File: src/rsf_pkg.sv
package rsf_pkg;

  // ****************************************
  // Register byte offsets
  // ****************************************
  localparam logic [7:0] A_PHASE = 8'h00;
  localparam logic [7:0] A_CHAIN = 8'h04;
  localparam logic [7:0] A_FGROUP = 8'h08;
  localparam logic [7:0] A_USER = 8'h0C;
  localparam logic [7:0] A_OTLIM = 8'h10;
  localparam logic [7:0] A_UTLIM = 8'h14;
  localparam logic [7:0] A_NVCMD = 8'h18;
  localparam logic [7:0] A_STATE = 8'h1C;
  localparam logic [7:0] A_ISTAT = 8'h20;
  localparam logic [7:0] A_IEN = 8'h24;
  localparam logic [7:0] A_ICLR = 8'h28;
  localparam logic [2:0] A_MON_HI = 3'h2;  // 0x40..0x5C, eight readings
  localparam logic [3:0] A_SNAP_HI = 4'h6; // 0x60..0x6C, four snapshot words

  // ****************************************
  // Field layout
  // ****************************************
  localparam int PH_W = 4;    // Sixteen steps of 22.5 degrees
  localparam int ID_W = 6;
  localparam int CH_PREV = 8;
  localparam int CH_NEXT = 16;
  localparam int FG_BC = 0;
  localparam int FG_FOL = 1;
  localparam int FG_GRP = 8;
  localparam int U_EXT = 0;
  localparam int U_SHUT = 1;
  localparam int NV_STORE = 0;
  localparam int NV_RESTORE = 1;
  localparam int NV_LVL = 2;
  localparam logic [1:0] LVL_USER = 2'h0;
  localparam logic [1:0] LVL_FACTORY = 2'h1;
  localparam logic [ID_W-1:0] ID_NONE = 6'h00;

  // ****************************************
  // Inter-module bus message types
  // ****************************************
  localparam logic [1:0] MSG_UP = 2'h1;
  localparam logic [1:0] MSG_DOWN = 2'h2;
  localparam logic [1:0] MSG_FAULT = 2'h3;

  // ****************************************
  // Interrupt status bits
  // ****************************************
  localparam int IRQ_W = 5;
  localparam int I_FAULT = 0;
  localparam int I_GRP = 1;
  localparam int I_SEQ = 2;
  localparam int I_STORE = 3;
  localparam int I_REFUSE = 4;

  // ****************************************
  // Factory settings: {ut, ot, shut, ext, grp, fol, bc, next, prev, own, phase}
  // ****************************************
  localparam int CFG_W = 64;
  localparam logic [CFG_W-1:0] DEF_CFG = 64'hFFD3_007D_8000_0000;

  // ****************************************
  // Timing
  // ****************************************
  localparam int CLK_MHZ = 40;
  localparam int BIT_NS = 4000;
  localparam int BIT_CYC = (BIT_NS * CLK_MHZ + 999) / 1000;
  localparam int RETRY_US = 100;
  localparam int RETRY_CYC = RETRY_US * CLK_MHZ;

  // ****************************************
  // Sequencer states
  // ****************************************
  typedef enum logic [5:0] {
    S_OFF = 6'h01,
    S_WAIT_PREV = 6'h02,
    S_RAMP = 6'h04,
    S_ON = 6'h08,
    S_WAIT_NEXT = 6'h10,
    S_FAULT = 6'h20
  } rsf_state_t;

endpackage

File: src/rsf_sync.sv
`timescale 1ns/1ps
`default_nettype none

// Two-flop synchroniser for pins from outside the clock domain
module rsf_sync #(
  parameter int W = 1
) (
  // Clock and reset
  input wire logic pclk,
  input wire logic presetn,
  // Data
  input wire logic [W-1:0] d,
  output logic [W-1:0] q
);

  logic [W-1:0] meta;

  // First stage feeds only the second
  always_ff @(posedge pclk or negedge presetn) begin
    if (!presetn) begin
      meta <= '0;
      q <= '0;
    end else begin
      meta <= d;
      q <= meta;
    end
  end

endmodule // rsf_sync

`default_nettype wire

File: src/rsf_top.sv
// Function
// - Delay switching cycle start after sync edge by phase times 22.5 degrees.
// - Host writes predecessor and successor ids; device holds both links.
// - Common enable low makes the group turn off in order.
// - Fault broadcast enable and group id are software settable.
// - Own fault with shutdown response turns rail off and broadcasts.
// - Following devices shut down on a matching group fault message.
// - After group fault shutdown, restart follows the chain order.
// - User option selects external diode temperature for fault checks.
// - Host can read eight monitored quantities.
// - On a fault that shuts the rail, latch measurements and fault flags for later reading.
// - At start-up apply stored settings in place of factory defaults.
// - Store command writes current settings into nonvolatile memory.
// - Restore allowed only from user and factory levels; protected levels refused.
// - Device starts with factory defaults that software may overwrite.
// - One shared wire carries ordering and fault messages between devices.
`timescale 1ns/1ps
`default_nettype none

module rsf_top (
  // Clock and reset
  input wire logic pclk,
  input wire logic presetn,
  // APB slave
  input wire logic psel,
  input wire logic penable,
  input wire logic pwrite,
  input wire logic [7:0] paddr,
  input wire logic [31:0] pwdata,
  output logic [31:0] prdata,
  output logic pready,
  output logic pslverr,
  // Group pins
  input wire logic grp_enable,
  input wire logic sync_clk,
  input wire logic imb_in,
  output logic imb_out,
  output logic imb_oe_n,
  // Power stage
  input wire logic pg_in,
  input wire logic nd_fault,
  output logic rail_en,
  output logic cycle_start,
  // Monitored readings
  input wire logic [15:0] mon_vin,
  input wire logic [15:0] mon_vout,
  input wire logic [15:0] mon_iout,
  input wire logic [15:0] mon_temp_int,
  input wire logic [15:0] mon_temp_ext,
  input wire logic [15:0] mon_duty,
  input wire logic [15:0] mon_freq,
  input wire logic [15:0] mon_aux,
  // Nonvolatile memory
  input wire logic nvm_valid,
  input wire logic [63:0] nvm_rd_data,
  output logic nvm_wr,
  output logic [63:0] nvm_wr_data,
  // Interrupt
  output logic irq
);

  // ****************************************
  // Pin synchronisers
  // ****************************************
  logic en_s, sync_s, imb_s, pg_s, sync_d, imb_d;

  rsf_sync #(.W(4)) u_sync (
    .pclk(pclk),
    .presetn(presetn),
    .d({grp_enable, sync_clk, imb_in, pg_in}),
    .q({en_s, sync_s, imb_s, pg_s})
  );

  // ****************************************
  // Settings and APB decode
  // ****************************************
  logic [3:0] phase;
  logic [5:0] own_id, prev_id, next_id, grp_id;
  logic bcast, follow, ext_sel, shut_resp, init_pend;
  logic [15:0] ot_lim, ut_lim;
  localparam int IRQ_W_L = rsf_pkg::IRQ_W;
  logic [IRQ_W_L-1:0] istat, ien;
  wire [63:0] cfg = {ut_lim, ot_lim, shut_resp, ext_sel, grp_id, follow, bcast,
                     next_id, prev_id, own_id, phase};

  function automatic logic hit(input logic [7:0] a, input logic [7:0] b);
    return a == b;
  endfunction

  wire acc_wait = psel && penable && !pready;
  wire wr = psel && penable && pready && pwrite;
  wire wr_nv = wr && hit(paddr, rsf_pkg::A_NVCMD);
  wire nv_store = wr_nv && pwdata[rsf_pkg::NV_STORE];
  wire nv_rest = wr_nv && pwdata[rsf_pkg::NV_RESTORE];
  wire [1:0] nv_lvl = pwdata[rsf_pkg::NV_LVL +: 2];
  wire rest_fact = nv_rest && (nv_lvl == rsf_pkg::LVL_FACTORY);
  wire rest_user = nv_rest && (nv_lvl == rsf_pkg::LVL_USER) && nvm_valid;
  wire rest_bad = nv_rest && !rest_fact && !rest_user;
  wire load_en = (init_pend && nvm_valid) || rest_fact || rest_user;
  wire [63:0] load_val = rest_fact ? rsf_pkg::DEF_CFG : nvm_rd_data;

  // Settings; reset leaves the factory values, a load replaces them all
  always_ff @(posedge pclk or negedge presetn) begin
    if (!presetn) begin
      {ut_lim, ot_lim, shut_resp, ext_sel, grp_id, follow, bcast,
       next_id, prev_id, own_id, phase} <= rsf_pkg::DEF_CFG;
    end else if (load_en) begin
      {ut_lim, ot_lim, shut_resp, ext_sel, grp_id, follow, bcast,
       next_id, prev_id, own_id, phase} <= load_val;
    end else if (wr) begin
      if (hit(paddr, rsf_pkg::A_PHASE)) phase <= pwdata[3:0];
      if (hit(paddr, rsf_pkg::A_CHAIN)) begin
        own_id <= pwdata[5:0];
        prev_id <= pwdata[rsf_pkg::CH_PREV +: 6];
        next_id <= pwdata[rsf_pkg::CH_NEXT +: 6];
      end
      if (hit(paddr, rsf_pkg::A_FGROUP)) begin
        bcast <= pwdata[rsf_pkg::FG_BC];
        follow <= pwdata[rsf_pkg::FG_FOL];
        grp_id <= pwdata[rsf_pkg::FG_GRP +: 6];
      end
      if (hit(paddr, rsf_pkg::A_USER)) begin
        ext_sel <= pwdata[rsf_pkg::U_EXT];
        shut_resp <= pwdata[rsf_pkg::U_SHUT];
      end
      if (hit(paddr, rsf_pkg::A_OTLIM)) ot_lim <= pwdata[15:0];
      if (hit(paddr, rsf_pkg::A_UTLIM)) ut_lim <= pwdata[15:0];
    end
  end

  // Stored settings are looked at once, right after reset release
  always_ff @(posedge pclk or negedge presetn) begin
    if (!presetn) init_pend <= 1'b1;
    else init_pend <= 1'b0;
  end

  // Store request copies the live settings out as one word
  always_ff @(posedge pclk or negedge presetn) begin
    if (!presetn) begin
      nvm_wr <= 1'b0;
      nvm_wr_data <= 64'h0;
    end else begin
      nvm_wr <= nv_store;
      if (nv_store) nvm_wr_data <= cfg;
    end
  end

  // ****************************************
  // Phase offset against the sync clock
  // ****************************************
  logic [15:0] pcnt, per_len;
  logic per_ok;
  wire sync_rise = sync_s && !sync_d;
  wire [19:0] prod = per_len * phase;
  wire [15:0] ph_delay = prod[19:4]; // Period times phase over sixteen

  // Period is measured every sync cycle, so a frequency change settles in one
  always_ff @(posedge pclk or negedge presetn) begin
    if (!presetn) begin
      sync_d <= 1'b0;
      pcnt <= 16'h0;
      per_len <= 16'h0;
      per_ok <= 1'b0;
      cycle_start <= 1'b0;
    end else begin
      sync_d <= sync_s;
      pcnt <= sync_rise ? 16'h0 : pcnt + 16'h1;
      if (sync_rise) per_len <= pcnt;
      // The count up to the first rise starts at reset, so it is no period
      if (sync_rise) per_ok <= (per_len != 16'h0);
      cycle_start <= per_ok && !sync_rise && (pcnt == ph_delay);
    end
  end

  // ****************************************
  // Inter-module bus receiver
  // ****************************************
  logic rx_busy, rx_vld;
  logic [15:0] rx_cnt;
  logic [3:0] rx_n;
  logic [7:0] rx_sh;
  wire [1:0] rx_typ = rx_sh[7:6];
  wire [5:0] rx_id = rx_sh[5:0];
  wire rx_up_prev = rx_vld && rx_typ == rsf_pkg::MSG_UP && rx_id == prev_id;
  wire rx_dn_next = rx_vld && rx_typ == rsf_pkg::MSG_DOWN && rx_id == next_id;
  wire rx_grp_flt = rx_vld && rx_typ == rsf_pkg::MSG_FAULT && rx_id == grp_id && follow;

  // Start bit is checked half a bit in; data bits follow lsb first
  always_ff @(posedge pclk or negedge presetn) begin
    if (!presetn) begin
      imb_d <= 1'b0; // Matches the synchroniser's reset output, so no false start
      rx_busy <= 1'b0;
      rx_vld <= 1'b0;
      rx_cnt <= 16'h0;
      rx_n <= 4'h0;
      rx_sh <= 8'h00;
    end else begin
      imb_d <= imb_s;
      rx_vld <= 1'b0;
      if (!rx_busy) begin
        rx_busy <= imb_d && !imb_s;
        rx_cnt <= 16'(rsf_pkg::BIT_CYC / 2);
        rx_n <= 4'h0;
      end else if (rx_cnt != 16'h0) begin
        rx_cnt <= rx_cnt - 16'h1;
      end else begin
        rx_cnt <= 16'(rsf_pkg::BIT_CYC - 1);
        rx_n <= rx_n + 4'h1;
        if (rx_n != 4'h0) rx_sh <= {imb_s, rx_sh[7:1]};
        if ((rx_n == 4'h0 && imb_s) || rx_n == 4'h8) rx_busy <= 1'b0;
        rx_vld <= (rx_n == 4'h8);
      end
    end
  end

  // ****************************************
  // Sequencer
  // ****************************************
  rsf_pkg::rsf_state_t st, next_st;
  logic [15:0] retry_cnt;
  wire [15:0] temp_sel = ext_sel ? mon_temp_ext : mon_temp_int;
  wire ot_flt = $signed(temp_sel) > $signed(ot_lim);
  wire ut_flt = $signed(temp_sel) < $signed(ut_lim);
  wire own_flt = nd_fault || ot_flt || ut_flt;
  wire own_shut = own_flt && shut_resp;
  wire live = st == rsf_pkg::S_RAMP || st == rsf_pkg::S_ON || st == rsf_pkg::S_WAIT_NEXT;
  wire go_flt = live && (own_shut || rx_grp_flt);
  wire start_st = (prev_id == rsf_pkg::ID_NONE); // Head of chain needs no go-ahead

  // Next state
  always_comb begin
    next_st = st;
    case (st)
      rsf_pkg::S_OFF: begin
        if (en_s) next_st = start_st ? rsf_pkg::S_RAMP : rsf_pkg::S_WAIT_PREV;
      end
      rsf_pkg::S_WAIT_PREV: begin
        if (!en_s) next_st = rsf_pkg::S_OFF;
        else if (rx_up_prev) next_st = rsf_pkg::S_RAMP;
      end
      rsf_pkg::S_RAMP: begin
        if (go_flt) next_st = rsf_pkg::S_FAULT;
        else if (!en_s) next_st = rsf_pkg::S_WAIT_NEXT;
        else if (pg_s) next_st = rsf_pkg::S_ON;
      end
      rsf_pkg::S_ON: begin
        if (go_flt) next_st = rsf_pkg::S_FAULT;
        else if (!en_s) next_st = rsf_pkg::S_WAIT_NEXT;
      end
      rsf_pkg::S_WAIT_NEXT: begin
        if (go_flt) next_st = rsf_pkg::S_FAULT;
        else if (next_id == rsf_pkg::ID_NONE || rx_dn_next) next_st = rsf_pkg::S_OFF;
      end
      rsf_pkg::S_FAULT: begin
        if (retry_cnt == 16'h0) begin
          if (!en_s) next_st = rsf_pkg::S_OFF;
          else next_st = start_st ? rsf_pkg::S_RAMP : rsf_pkg::S_WAIT_PREV;
        end
      end
      default: next_st = rsf_pkg::S_OFF;
    endcase
  end

  // Messages leaving the sequencer
  wire snd_up = st == rsf_pkg::S_RAMP && next_st == rsf_pkg::S_ON;
  wire snd_dn = st == rsf_pkg::S_WAIT_NEXT && next_st == rsf_pkg::S_OFF;
  wire snd_flt = go_flt && own_shut && bcast;
  wire snd = snd_up || snd_dn || snd_flt;
  wire [7:0] snd_byte = snd_flt ? {rsf_pkg::MSG_FAULT, grp_id} :
                        {(snd_up ? rsf_pkg::MSG_UP : rsf_pkg::MSG_DOWN), own_id};
  wire next_live = next_st == rsf_pkg::S_RAMP || next_st == rsf_pkg::S_ON ||
                   next_st == rsf_pkg::S_WAIT_NEXT;

  // State, rail drive and retry wait
  always_ff @(posedge pclk or negedge presetn) begin
    if (!presetn) begin
      st <= rsf_pkg::S_OFF;
      rail_en <= 1'b0;
      retry_cnt <= 16'h0;
    end else begin
      st <= next_st;
      rail_en <= next_live;
      if (go_flt) retry_cnt <= 16'(rsf_pkg::RETRY_CYC - 1);
      else if (retry_cnt != 16'h0) retry_cnt <= retry_cnt - 16'h1;
    end
  end

  // ****************************************
  // Inter-module bus transmitter
  // ****************************************
  // No arbitration: a message sent over another is lost on both ends
  logic tx_pend, tx_busy;
  logic [7:0] tx_byte;
  logic [9:0] tx_sh;
  logic [15:0] tx_cnt;
  logic [3:0] tx_n;
  wire tx_go = tx_pend && !tx_busy;

  always_ff @(posedge pclk or negedge presetn) begin
    if (!presetn) begin
      tx_pend <= 1'b0;
      tx_byte <= 8'h00;
      tx_busy <= 1'b0;
      tx_sh <= 10'h3FF;
      tx_cnt <= 16'h0;
      tx_n <= 4'h0;
      imb_out <= 1'b1;
      imb_oe_n <= 1'b1;
    end else begin
      tx_pend <= snd || (tx_pend && !tx_go);
      if (snd) tx_byte <= snd_byte;
      if (tx_go) begin
        tx_busy <= 1'b1;
        tx_sh <= {1'b1, tx_byte, 1'b0};
        tx_cnt <= 16'(rsf_pkg::BIT_CYC - 1);
        tx_n <= 4'h0;
      end else if (tx_busy && tx_cnt != 16'h0) begin
        tx_cnt <= tx_cnt - 16'h1;
      end else if (tx_busy) begin
        tx_cnt <= 16'(rsf_pkg::BIT_CYC - 1);
        tx_sh <= {1'b1, tx_sh[9:1]};
        tx_n <= tx_n + 4'h1;
        if (tx_n == 4'h9) tx_busy <= 1'b0;
      end
      imb_out <= 1'b0;
      imb_oe_n <= !(tx_busy && !tx_sh[0]);
    end
  end

  // ****************************************
  // Fault snapshot and interrupts
  // ****************************************
  logic [31:0] snap [4];
  wire [IRQ_W_L-1:0] ev;
  assign ev[rsf_pkg::I_FAULT] = own_flt && live;
  assign ev[rsf_pkg::I_GRP] = rx_grp_flt;
  assign ev[rsf_pkg::I_SEQ] = snd_up || snd_dn;
  assign ev[rsf_pkg::I_STORE] = nv_store;
  assign ev[rsf_pkg::I_REFUSE] = rest_bad;
  wire wr_iclr = wr && hit(paddr, rsf_pkg::A_ICLR);
  wire [IRQ_W_L-1:0] clr = wr_iclr ? pwdata[IRQ_W_L-1:0] : '0;

  // Snapshot is taken when the rail is shut by any fault
  always_ff @(posedge pclk or negedge presetn) begin
    if (!presetn) begin
      for (int i = 0; i < 4; i++) snap[i] <= 32'h0;
    end else if (go_flt) begin
      snap[0] <= {mon_vout, mon_vin};
      snap[1] <= {temp_sel, mon_iout};
      snap[2] <= {mon_aux, mon_duty};
      snap[3] <= {28'h0, rx_grp_flt, ut_flt, ot_flt, nd_fault};
    end
  end

  // Set wins over a clear in the same cycle
  always_ff @(posedge pclk or negedge presetn) begin
    if (!presetn) begin
      istat <= '0;
      ien <= '0;
      irq <= 1'b0;
    end else begin
      istat <= (istat & ~clr) | ev;
      if (wr && hit(paddr, rsf_pkg::A_IEN)) ien <= pwdata[IRQ_W_L-1:0];
      irq <= |(istat & ien);
    end
  end

  // ****************************************
  // APB read path; one wait state on every access
  // ****************************************
  logic [15:0] mon [8];
  assign mon[0] = mon_vin;
  assign mon[1] = mon_vout;
  assign mon[2] = mon_iout;
  assign mon[3] = mon_temp_int;
  assign mon[4] = mon_temp_ext;
  assign mon[5] = mon_duty;
  assign mon[6] = mon_freq;
  assign mon[7] = mon_aux;
  wire is_mon = paddr[7:5] == rsf_pkg::A_MON_HI;
  wire is_snap = paddr[7:4] == rsf_pkg::A_SNAP_HI;
  wire [31:0] st_word = {22'h0, st, rail_en, pg_s, en_s, !init_pend};
  wire [31:0] rd_val =
    is_mon ? {16'h0, mon[paddr[4:2]]} :
    is_snap ? snap[paddr[3:2]] :
    hit(paddr, rsf_pkg::A_PHASE) ? {28'h0, phase} :
    hit(paddr, rsf_pkg::A_CHAIN) ? {10'h0, next_id, 2'h0, prev_id, 2'h0, own_id} :
    hit(paddr, rsf_pkg::A_FGROUP) ? {18'h0, grp_id, 6'h0, follow, bcast} :
    hit(paddr, rsf_pkg::A_USER) ? {30'h0, shut_resp, ext_sel} :
    hit(paddr, rsf_pkg::A_OTLIM) ? {16'h0, ot_lim} :
    hit(paddr, rsf_pkg::A_UTLIM) ? {16'h0, ut_lim} :
    hit(paddr, rsf_pkg::A_STATE) ? st_word :
    hit(paddr, rsf_pkg::A_ISTAT) ? {27'h0, istat} :
    hit(paddr, rsf_pkg::A_IEN) ? {27'h0, ien} : 32'h0;
  wire rd_ok = is_mon || is_snap || (paddr <= rsf_pkg::A_ICLR && paddr[1:0] == 2'h0);

  // Answer registered one cycle into the access phase
  always_ff @(posedge pclk or negedge presetn) begin
    if (!presetn) begin
      pready <= 1'b0;
      prdata <= 32'h0;
      pslverr <= 1'b0;
    end else begin
      pready <= acc_wait;
      if (acc_wait) prdata <= pwrite ? 32'h0 : rd_val;
      if (acc_wait) pslverr <= !rd_ok;
    end
  end
endmodule // rsf_top

`default_nettype wire

File: config.mk
export PLATFORM = sky130hd
export DESIGN_NAME = rsf_top
export DESIGN_NICKNAME = d
export VERILOG_FILES = /design/src/rsf_pkg.sv /design/src/rsf_sync.sv /design/src/rsf_top.sv
export SDC_FILE = /design/constraint.sdc
export NUM_CORES = 1
export LEC_CHECK = 0
export ABC_CLOCK_PERIOD_IN_PS = 8300
export BUFFER_PORTS_ARGS = -buffer_cell sky130_fd_sc_hd__buf_2
export CAP_MARGIN = 0
export CELL_PAD_IN_SITES_DETAIL_PLACEMENT = 0
export CELL_PAD_IN_SITES_GLOBAL_PLACEMENT = 2
export CORE_MARGIN = 4
export CORE_UTILIZATION = 40
export DETAILED_ROUTE_END_ITERATION = 8
export GPL_TIMING_DRIVEN = 0
export PLACE_DENSITY = 0.87
export SYNTH_ARGS = -nofsm -noshare
export SYNTH_HDL_FRONTEND = slang
export SYNTH_HIERARCHICAL = 1
export SYNTH_SLANG_ARGS = --single-unit
File: constraint.sdc
create_clock -name pclk -period 8.3 [get_ports pclk]
set_clock_uncertainty 0.1 [all_clocks]
set_input_delay 0 -clock pclk [delete_from_list [all_inputs] [get_ports pclk]]
set_output_delay 0 -clock pclk [all_outputs]
set_load 0.05 [all_outputs]
==> flow_metrics.env, run 1 <==
export IMPL_hold_viol=0
export IMPL_antenna_found_initial=9
export IMPL_chipHeight_um=246
export IMPL_setup_viol=0
export IMPL_first_iter_violations=1845
export IMPL_vias_per_cell=5.60
export IMPL_power_density_nw_per_um2=188
export IMPL_cts_tree="yes"
export IMPL_cts_resized=0
export IMPL_fin_cells=3696
export IMPL_synthFlopType="dfrtp_1"
export IMPL_synth_most_common_cell="nand2_1"
export IMPL_reg2reg_from="ext_sel$_DFFE_PN0P_"
export IMPL_peakVddDrop_uv=151
export IMPL_hold_depth=5
export IMPL_critPathRequiredTime_ns=8.66
export IMPL_ys_ff_latch=412
export IMPL_fin_setup_tns_ns=0
export IMPL_synth_compound_area_frac=0.116
export IMPL_hp_class="primary input to flip-flop"
export IMPL_cp_depth=13
export IMPL_synth_commonest_cells="403 x nand2_1, 380 x dfrtp_1, 141 x nor2_1"
export IMPL_yosys_area_share_simple=0.163
export IMPL_cts_sinks=412
export IMPL_maxCapViolCount=0
export IMPL_arrival_ns=6.78
export IMPL_slew_viol_final=0
export IMPL_crit_top_cell="clkbuf_1"
export IMPL_async_reset_ff_frac=1.00
export IMPL_coreArea_um2=56300
export IMPL_layout_drive_gt1_share=0.221
export IMPL_slowest_delay_ns=1.05
export IMPL_p_clk_frac=0.374
export IMPL_seq_area_frac_synth=0.456
export IMPL_ant_nets=0
export IMPL_synth_nets=2572
export IMPL_rsz0062_at_grt="false"
export IMPL_first_global_vias=20920
export IMPL_htreeDepth=2
export IMPL_clkLatencyLatePin_ns=0.60
export IMPL_dieArea_um2=60600
export IMPL_status="finished, final reports clean"
export IMPL_p_total_mw=5.59
export IMPL_cts_made_buffers=48
export IMPL_power_frac_comb=0.202
export IMPL_synthToLayoutAreaGrowth_pct=30.9
export IMPL_grtUsageTotal=0.289
export IMPL_synthAdderAreaFrac=0.0590
export IMPL_vias=20683
export IMPL_synth_edf_count=0
export IMPL_rows=87
export IMPL_worstSetupEndpoint="snap[122]$_DFFE_PN0P_"
export IMPL_cp_num_buf_inv=4
export IMPL_max_freq_mhz=156
export IMPL_swShare=0.307
export IMPL_overflow=0
export IMPL_seqPwrFrac=0.424
export IMPL_r2r_end="snap[122]$_DFFE_PN0P_"
export IMPL_p_leak_nw=14.4
export IMPL_ys_types=79
export IMPL_start_util=0.403
export IMPL_drt_wl_total_mm=88.6
export IMPL_cp_startpoint="ext_sel$_DFFE_PN0P_"
export IMPL_syn_avg_cell_area_um2=10.1
export IMPL_hpwl_mm=66.7
export IMPL_ys_warn_count=6
export IMPL_worstMarginPinSlew_ns=1.34
export IMPL_die_x_um=246
export IMPL_path_max_fanout=10
export IMPL_p_int_mw=3.87
export IMPL_slowest_stage="clkbuf_1"
export IMPL_gp_congestion=0.954
export IMPL_switchingPower_mw=1.71
export IMPL_wl_per_cell_um=24.0
export IMPL_ys_top_cells_by_area="dfrtp_1 42%, mux2_2 6.7%, nand2_1 6.7%"
export IMPL_synth_area_mux_share=0.140
export IMPL_nNetsFinal=3228
export IMPL_fin_crit_sh=0.773
export IMPL_reg2reg_depth=13
export IMPL_crit_chain="clkbuf_1, clkbuf_1, mux2_2, ha_1, nand4_1, nor4_1, a21boi_0, o31ai_1, and3_1, o21ai_1, clkbuf_1, buf_2, mux2_2"
export IMPL_clkTransAtPathRegs_ns=0.06
export IMPL_relSlewSlack=0.110
export IMPL_end_kind="flip-flop"
export IMPL_grt_pass1_wl_mm=132
export IMPL_start_kind="flip-flop"
export IMPL_synthXorXnorAreaFrac=0.0336
export IMPL_synth_top_family_by_area="simple AND/OR/NAND/NOR gates"
export IMPL_drc=0
export IMPL_grt_max_degree=122
export IMPL_clk_path_buf_depth=3
export IMPL_synth_top_area_share=0.419
export IMPL_dr_pass1_iters=6
export IMPL_synth_top_cell_by_area="dfrtp_1"
export IMPL_r2r_slack_ns=1.89
export IMPL_synth_cells=2239
export IMPL_cts_root_buf="clkbuf_16"
export IMPL_fillers=5103
export IMPL_fin_crit_ns=6.41
export IMPL_placed_cells=3326
export IMPL_crit_family="buffers and inverters"
export IMPL_io_pins=347
export IMPL_critPathKind="flip-flop to flip-flop"
export IMPL_syn_area_um2=22700
export IMPL_portBuffers=328
==> kinds of logic after synthesis <==
| family | Yosys count |
|---|---|
| AO/OA/AOI/OAI | 400 |
| XOR/XNOR | 87 |
| adder cells (fa/ha/maj) | 91 |
| buffers and inverters | 189 |
| flip-flops | 412 |
| multiplexers | 255 |
| other | 1 |
| AND/OR/NAND/NOR | 804 |
==> cell type report <==
| cell class | instances | area, um^2 | area share |
|---|---|---|---|
| plain buffers | 121 | 479 | 0.0161 |
| inverters | 68 | 255 | 0.00859 |
| well taps | 756 | 946 | 0.0318 |
| repair buffers | 606 | 4500 | 0.152 |
| clock inverters | 15 | 108 | 0.00362 |
| multi-input cells | 1638 | 11600 | 0.391 |
| flip-flops and latches | 412 | 10300 | 0.348 |
| clock buffers | 74 | 1440 | 0.0484 |
| diodes | 6 | 15.0 | 0.000505 |
==> layout by cell type, fill, tap and decap left out, drive strengths merged, types with 69 or more instances in the layout <==
master	Yosys	routed
inv	67	69
mux2	136	136
mux2i	83	83
nand2	403	403
o21ai	142	142
dfrtp	380	380
clkbuf	98	172
dlygate4sd3	0	274
buf	23	355
nor2	141	141
==> power by group through the flow <==
stage / combinational, mW / clock, mW / sequential (mW)
after global routing: 1.24 / 2.20 / 2.38
after CTS: 1.12 / 2.12 / 2.36
after floorplan: 0.593 / 0 / 2.33
after global placement: 0.934 / 0 / 2.39
final: 1.13 / 2.09 / 2.37
after detailed placement: 0.965 / 0 / 2.39
==> timing repair <==
action	4_1_cts	5_1_grt
setup buffers	0	0
hold endpoints to repair	468	0
hold buffers	275	0
==> stage by stage <==
stage / worst slack, ns / hold WS (ns) / instance area [um^2] / util
floorplan: 4.02 / -0.396 / 22700 / -
global placement: -1.24 / 0.0104 / 25300 / 0.449
detailed placement: 1.98 / -0.0464 / 25400 / 0.451
CTS: 1.95 / 0.00140 / 29700 / 0.528
global route: 1.71 / 0.0335 / 29700 / 0.528
finish: 1.89 / 0.0399 / 29700 / 0.528
==> state kept, by name, summed over array words and instances, names as in the netlist, 8 cells and up <==
name	flops
tx_byte	8
nvm_wr_data	64
snap	100
tx_sh	9
ut_lim	16
pcnt	16
rx_sh	8
per_len	16
prdata	32
retry_cnt	16
rx_cnt	16
tx_cnt	16
ot_lim	16
==> metal layers <==
layer,GRT usage,wire [um]
met3,0.0663,8030
met5,0,20
met2,0.451,39400
met4,0.0989,3410
met1,0.397,37800
==> worst min path at each step <==
stage / endpoint / slack, ns / startpoint
after floorplan: bcast$_DFFE_PN0P_ / -0.40 / presetn
after global placement: u_sync/meta[2]$_DFF_PN0_ / 0.01 / sync_clk
after detailed placement: tx_cnt[14]$_DFFE_PN0P_ / -0.05 / presetn
after CTS: prdata[6]$_DFFE_PN0P_ / 0.001 / mon_freq[6]
after global routing: prdata[2]$_DFFE_PN0P_ / 0.03 / mon_temp_int[2]
final: prdata[6]$_DFFE_PN0P_ / 0.04 / mon_freq[6]
==> worst register-to-register path: stages (launching register included) <==
cell and delay (ns):
dfrtp_1 0.33, clkbuf_1 0.66, clkbuf_1 1.06, mux2_2 0.51
ha_1 0.34, nand4_1 0.15, nor4_1 0.42, a21boi_0 0.35
o31ai_1 0.16, and3_1 0.22, o21ai_1 0.52, clkbuf_1 0.60
buf_2 0.48, mux2_2 0.39
No activity file was read; power rests on OpenSTA's default activity.
==> run 2: changes to the inputs <==
--- a/config.mk
+++ b/config.mk
@@ -5,16 +5,17 @@
 export SDC_FILE = /design/constraint.sdc
 export NUM_CORES = 1
 export LEC_CHECK = 0
-export ABC_CLOCK_PERIOD_IN_PS = 8300
+export ABC_AREA = 1
+export ABC_CLOCK_PERIOD_IN_PS = 6000
 export BUFFER_PORTS_ARGS = -buffer_cell sky130_fd_sc_hd__buf_2
 export CAP_MARGIN = 0
 export CELL_PAD_IN_SITES_DETAIL_PLACEMENT = 0
 export CELL_PAD_IN_SITES_GLOBAL_PLACEMENT = 2
 export CORE_MARGIN = 4
-export CORE_UTILIZATION = 40
+export CORE_UTILIZATION = 34
 export DETAILED_ROUTE_END_ITERATION = 8
 export GPL_TIMING_DRIVEN = 0
-export PLACE_DENSITY = 0.87
+export PLACE_DENSITY = 0.81
 export SYNTH_ARGS = -nofsm -noshare
 export SYNTH_HDL_FRONTEND = slang
 export SYNTH_HIERARCHICAL = 1
==> constraint.sdc (replaced) <==
create_clock -name pclk -period 6 [get_ports pclk]
set_clock_uncertainty 0.1 [all_clocks]
set_input_delay 0 -clock pclk [delete_from_list [all_inputs] [get_ports pclk]]
set_output_delay 0 -clock pclk [all_outputs]
set_load 0.05 [all_outputs]
==> flow_metrics.env, run 2 <==
export IMPL_status="finished, final reports clean"
export IMPL_grt_pass1_wl_mm=150
export IMPL_dieArea_um2=71100
export IMPL_hold_depth=5
export IMPL_fin_setup_tns_ns=0
export IMPL_p_int_mw=5.59
export IMPL_swShare=0.314
export IMPL_io_pins=347
export IMPL_synth_top_cell_by_area="dfrtp_1"
export IMPL_layout_drive_gt1_share=0.151
export IMPL_hpwl_mm=77.0
export IMPL_r2r_end="snap[85]$_DFFE_PN0P_"
export IMPL_final_common_cell="nand2_1"
export IMPL_synth_most_common_cell="nand2_1"
export IMPL_first_global_vias=23670
export IMPL_max_freq_mhz=196
export IMPL_seqPwrFrac=0.397
export IMPL_nNetsFinal=3846
export IMPL_fin_util=0.455
export IMPL_grt_max_degree=107
export IMPL_wl_per_cell_um=23.1
export IMPL_ys_top_cells_by_area="dfrtp_1 42%, nand2_1 12%, o21ai_0 6.0%"
export IMPL_drc=0
export IMPL_reg2reg_from="ext_sel$_DFFE_PN0P_"
export IMPL_arrival_ns=5.57
export IMPL_clkLatencyLatePin_ns=0.62
export IMPL_ys_types=67
export IMPL_largestRegisters="snap: 100 flops, nvm_wr_data: 64 flops, prdata: 32 flops"
export IMPL_syn_avg_cell_area_um2=7.96
export IMPL_reg2reg_depth=19
export IMPL_top_register="snap"
export IMPL_synth_commonest_cells="750 x nand2_1, 380 x dfrtp_1, 350 x inv_1"
export IMPL_maxCapViolCount=0
export IMPL_fillers=6550
export IMPL_cts_made_buffers=49
export IMPL_power_density_nw_per_um2=271
export IMPL_ant_nets=0
export IMPL_synthToLayoutAreaGrowth_pct=32.1
export IMPL_cts_sinks=412
export IMPL_seq_area_frac_synth=0.455
export IMPL_gp_congestion=0.954
export IMPL_cts_resized=0
export IMPL_critPathKind="flip-flop to flip-flop"
export IMPL_worstMarginPinSlew_ns=1.33
export IMPL_min_delay_start="mon_temp_int[9]"
export IMPL_cts_tree="yes"
export IMPL_setup_viol=0
export IMPL_hold_viol=0
export IMPL_start_kind="flip-flop"
export IMPL_mostFrequentLayoutCells="750 x nand2_1, 380 x dfrtp_1, 350 x inv_1, 350 x buf_2, 271 x o21ai_0"
export IMPL_fin_crit_ns=5.11
export IMPL_synth_nets=3189
export IMPL_coreArea_um2=66000
export IMPL_drt_wl_total_mm=102
export IMPL_first_iter_violations=1997
export IMPL_portBuffers=334
export IMPL_chipHeight_um=267
export IMPL_peakVddDrop_uv=205
export IMPL_switchingPower_mw=2.56
export IMPL_cts_root_buf="clkbuf_16"
export IMPL_p_total_mw=8.15
export IMPL_relSlewSlack=0.110
export IMPL_grtUsageTotal=0.281
export IMPL_synth_cells=2856
export IMPL_syn_area_um2=22700
export IMPL_hp_class="primary input to flip-flop"
export IMPL_p_clk_frac=0.396
export IMPL_r2r_slack_ns=0.89
export IMPL_htreeDepth=2
export IMPL_critPathRequiredTime_ns=6.46
export IMPL_ys_ff_latch=412
export IMPL_synth_top_area_share=0.418
export IMPL_antenna_found_initial=3
export IMPL_power_frac_comb=0.207
export IMPL_clkTransAtPathRegs_ns=0.06
export IMPL_start_util=0.345
export IMPL_timing_hold_ws_ns=0.0384
export IMPL_fin_crit_sh=0.852
export IMPL_end_kind="flip-flop"
export IMPL_path_max_fanout=10
export IMPL_slew_viol_final=0
export IMPL_largest_register_ffs=100
export IMPL_die_x_um=267
export IMPL_placed_area_um2=25600
export IMPL_rsz0062_at_grt="false"
export IMPL_clk_path_buf_depth=3
export IMPL_final_area_um2=30000
export IMPL_async_reset_ff_frac=1.00
export IMPL_p_leak_nw=15.0
export IMPL_dr_pass1_iters=6
export IMPL_synthFlopType="dfrtp_1"
export IMPL_vias=23556
export IMPL_hold_path_end="snap[89]$_DFFE_PN0P_"
export IMPL_overflow=0
export IMPL_vias_per_cell=5.33
export IMPL_rows=94
export IMPL_synth_edf_count=0
export IMPL_ys_warn_count=6
==> run 2: changes by cell type after synthesis, sizes merged, moves of 37 or more <==
| cell | previous run | this run |
|---|---|---|
| a31oi | 7 | 50 |
| mux2 | 136 | 0 |
| xnor2 | 52 | 15 |
| o22ai | 5 | 83 |
| mux2i | 83 | 0 |
| and2 | 65 | 1 |
| nand2 | 403 | 753 |
| nor2 | 141 | 220 |
| inv | 67 | 361 |
| a21oi | 56 | 105 |
| o21ai | 142 | 283 |
| nand3 | 24 | 113 |
==> run 2: final cells by class <==
type | count | area, um^2 | area share
repair buffers | 606 | 4490 | 0.149
multi-input cells | 1959 | 10400 | 0.347
flip-flops and latches | 412 | 10300 | 0.344
clock inverters | 22 | 293 | 0.00974
diodes | 1 | 2.50 | 0.0000833
inverters | 364 | 1370 | 0.0456
well taps | 864 | 1080 | 0.0360
plain buffers | 121 | 599 | 0.0199
clock buffers | 70 | 1440 | 0.0478
==> run 2: layer usage <==
layer	GRT usage	routed length, um
met1	0.376	42900
met2	0.453	47100
met3	0.0491	7360
met4	0.118	4760
met5	0	30
==> run 2: per-stage QoR <==
step,instances,worst slack [ns]
floorplan,2856,2.30
global placement,4054,-3.71
detailed placement,4058,1.22
CTS,4418,0.999
global route,4418,0.754
finish,4419,0.888
==> run 2: cell families after synthesis <==
logic type	share of synthesized area
flip-flops	0.455
other	0.000165
AO/OA/AOI/OAI	0.164
buffers and inverters	0.0866
AND/OR/NAND/NOR	0.219
XOR/XNOR	0.0173
adder cells (fa/ha/maj)	0.0584
==> run 2: what timing repair did <==
action                                  in CTS  in global routing
hold buffers                               268                  0
endpoints found under the setup margin       0                  0
setup buffers                                0                  0
hold endpoints to repair                   417                  0
==> run 2: worst max path at each step <==
stage,start,to,cells past startpoint
4_1_cts,ext_sel$_DFFE_PN0P_,snap[95]$_DFFE_PN0P_,19
2_1_floorplan,phase[1]$_DFFE_PN0P_,cycle_start$_DFF_PN0_,20
3_3_place_gp,presetn,per_len[0]$_DFFE_PN0P_,1
6_report,ext_sel$_DFFE_PN0P_,snap[85]$_DFFE_PN0P_,19
5_1_grt,ext_sel$_DFFE_PN0P_,snap[95]$_DFFE_PN0P_,20
3_5_place_dp,ext_sel$_DFFE_PN0P_,snap[55]$_DFFE_PN0P_,18
==> run 2: worst max-delay path, cell delays in order (launching register included) <==
cell and delay, ns:
dfrtp_1 0.49, inv_2 0.09, clkbuf_1 0.33, o21ai_0 0.97, ha_1 0.41, nand2_1 0.06
nand2_1 0.05, nand2_1 0.05, a21oi_1 0.07, nor2_1 0.13, a21oi_1 0.09, nor2_1 0.21
nor2_1 0.06, nand3_1 0.29, nand3_2 0.22, nand2_2 0.25, buf_2 0.40, nor2_1 0.07
a31oi_1 0.14, dlygate4sd3_1 0.56
==> run 2: power groups by stage <==
stage	registers (mW)	clock network [mW]	logic, mW
2_1_floorplan	3.25	0	0.870
3_3_place_gp	3.28	0	1.45
3_5_place_dp	3.28	0	1.49
4_1_cts	3.23	3.29	1.67
5_1_grt	3.27	3.40	1.87
6_report	3.24	3.22	1.69
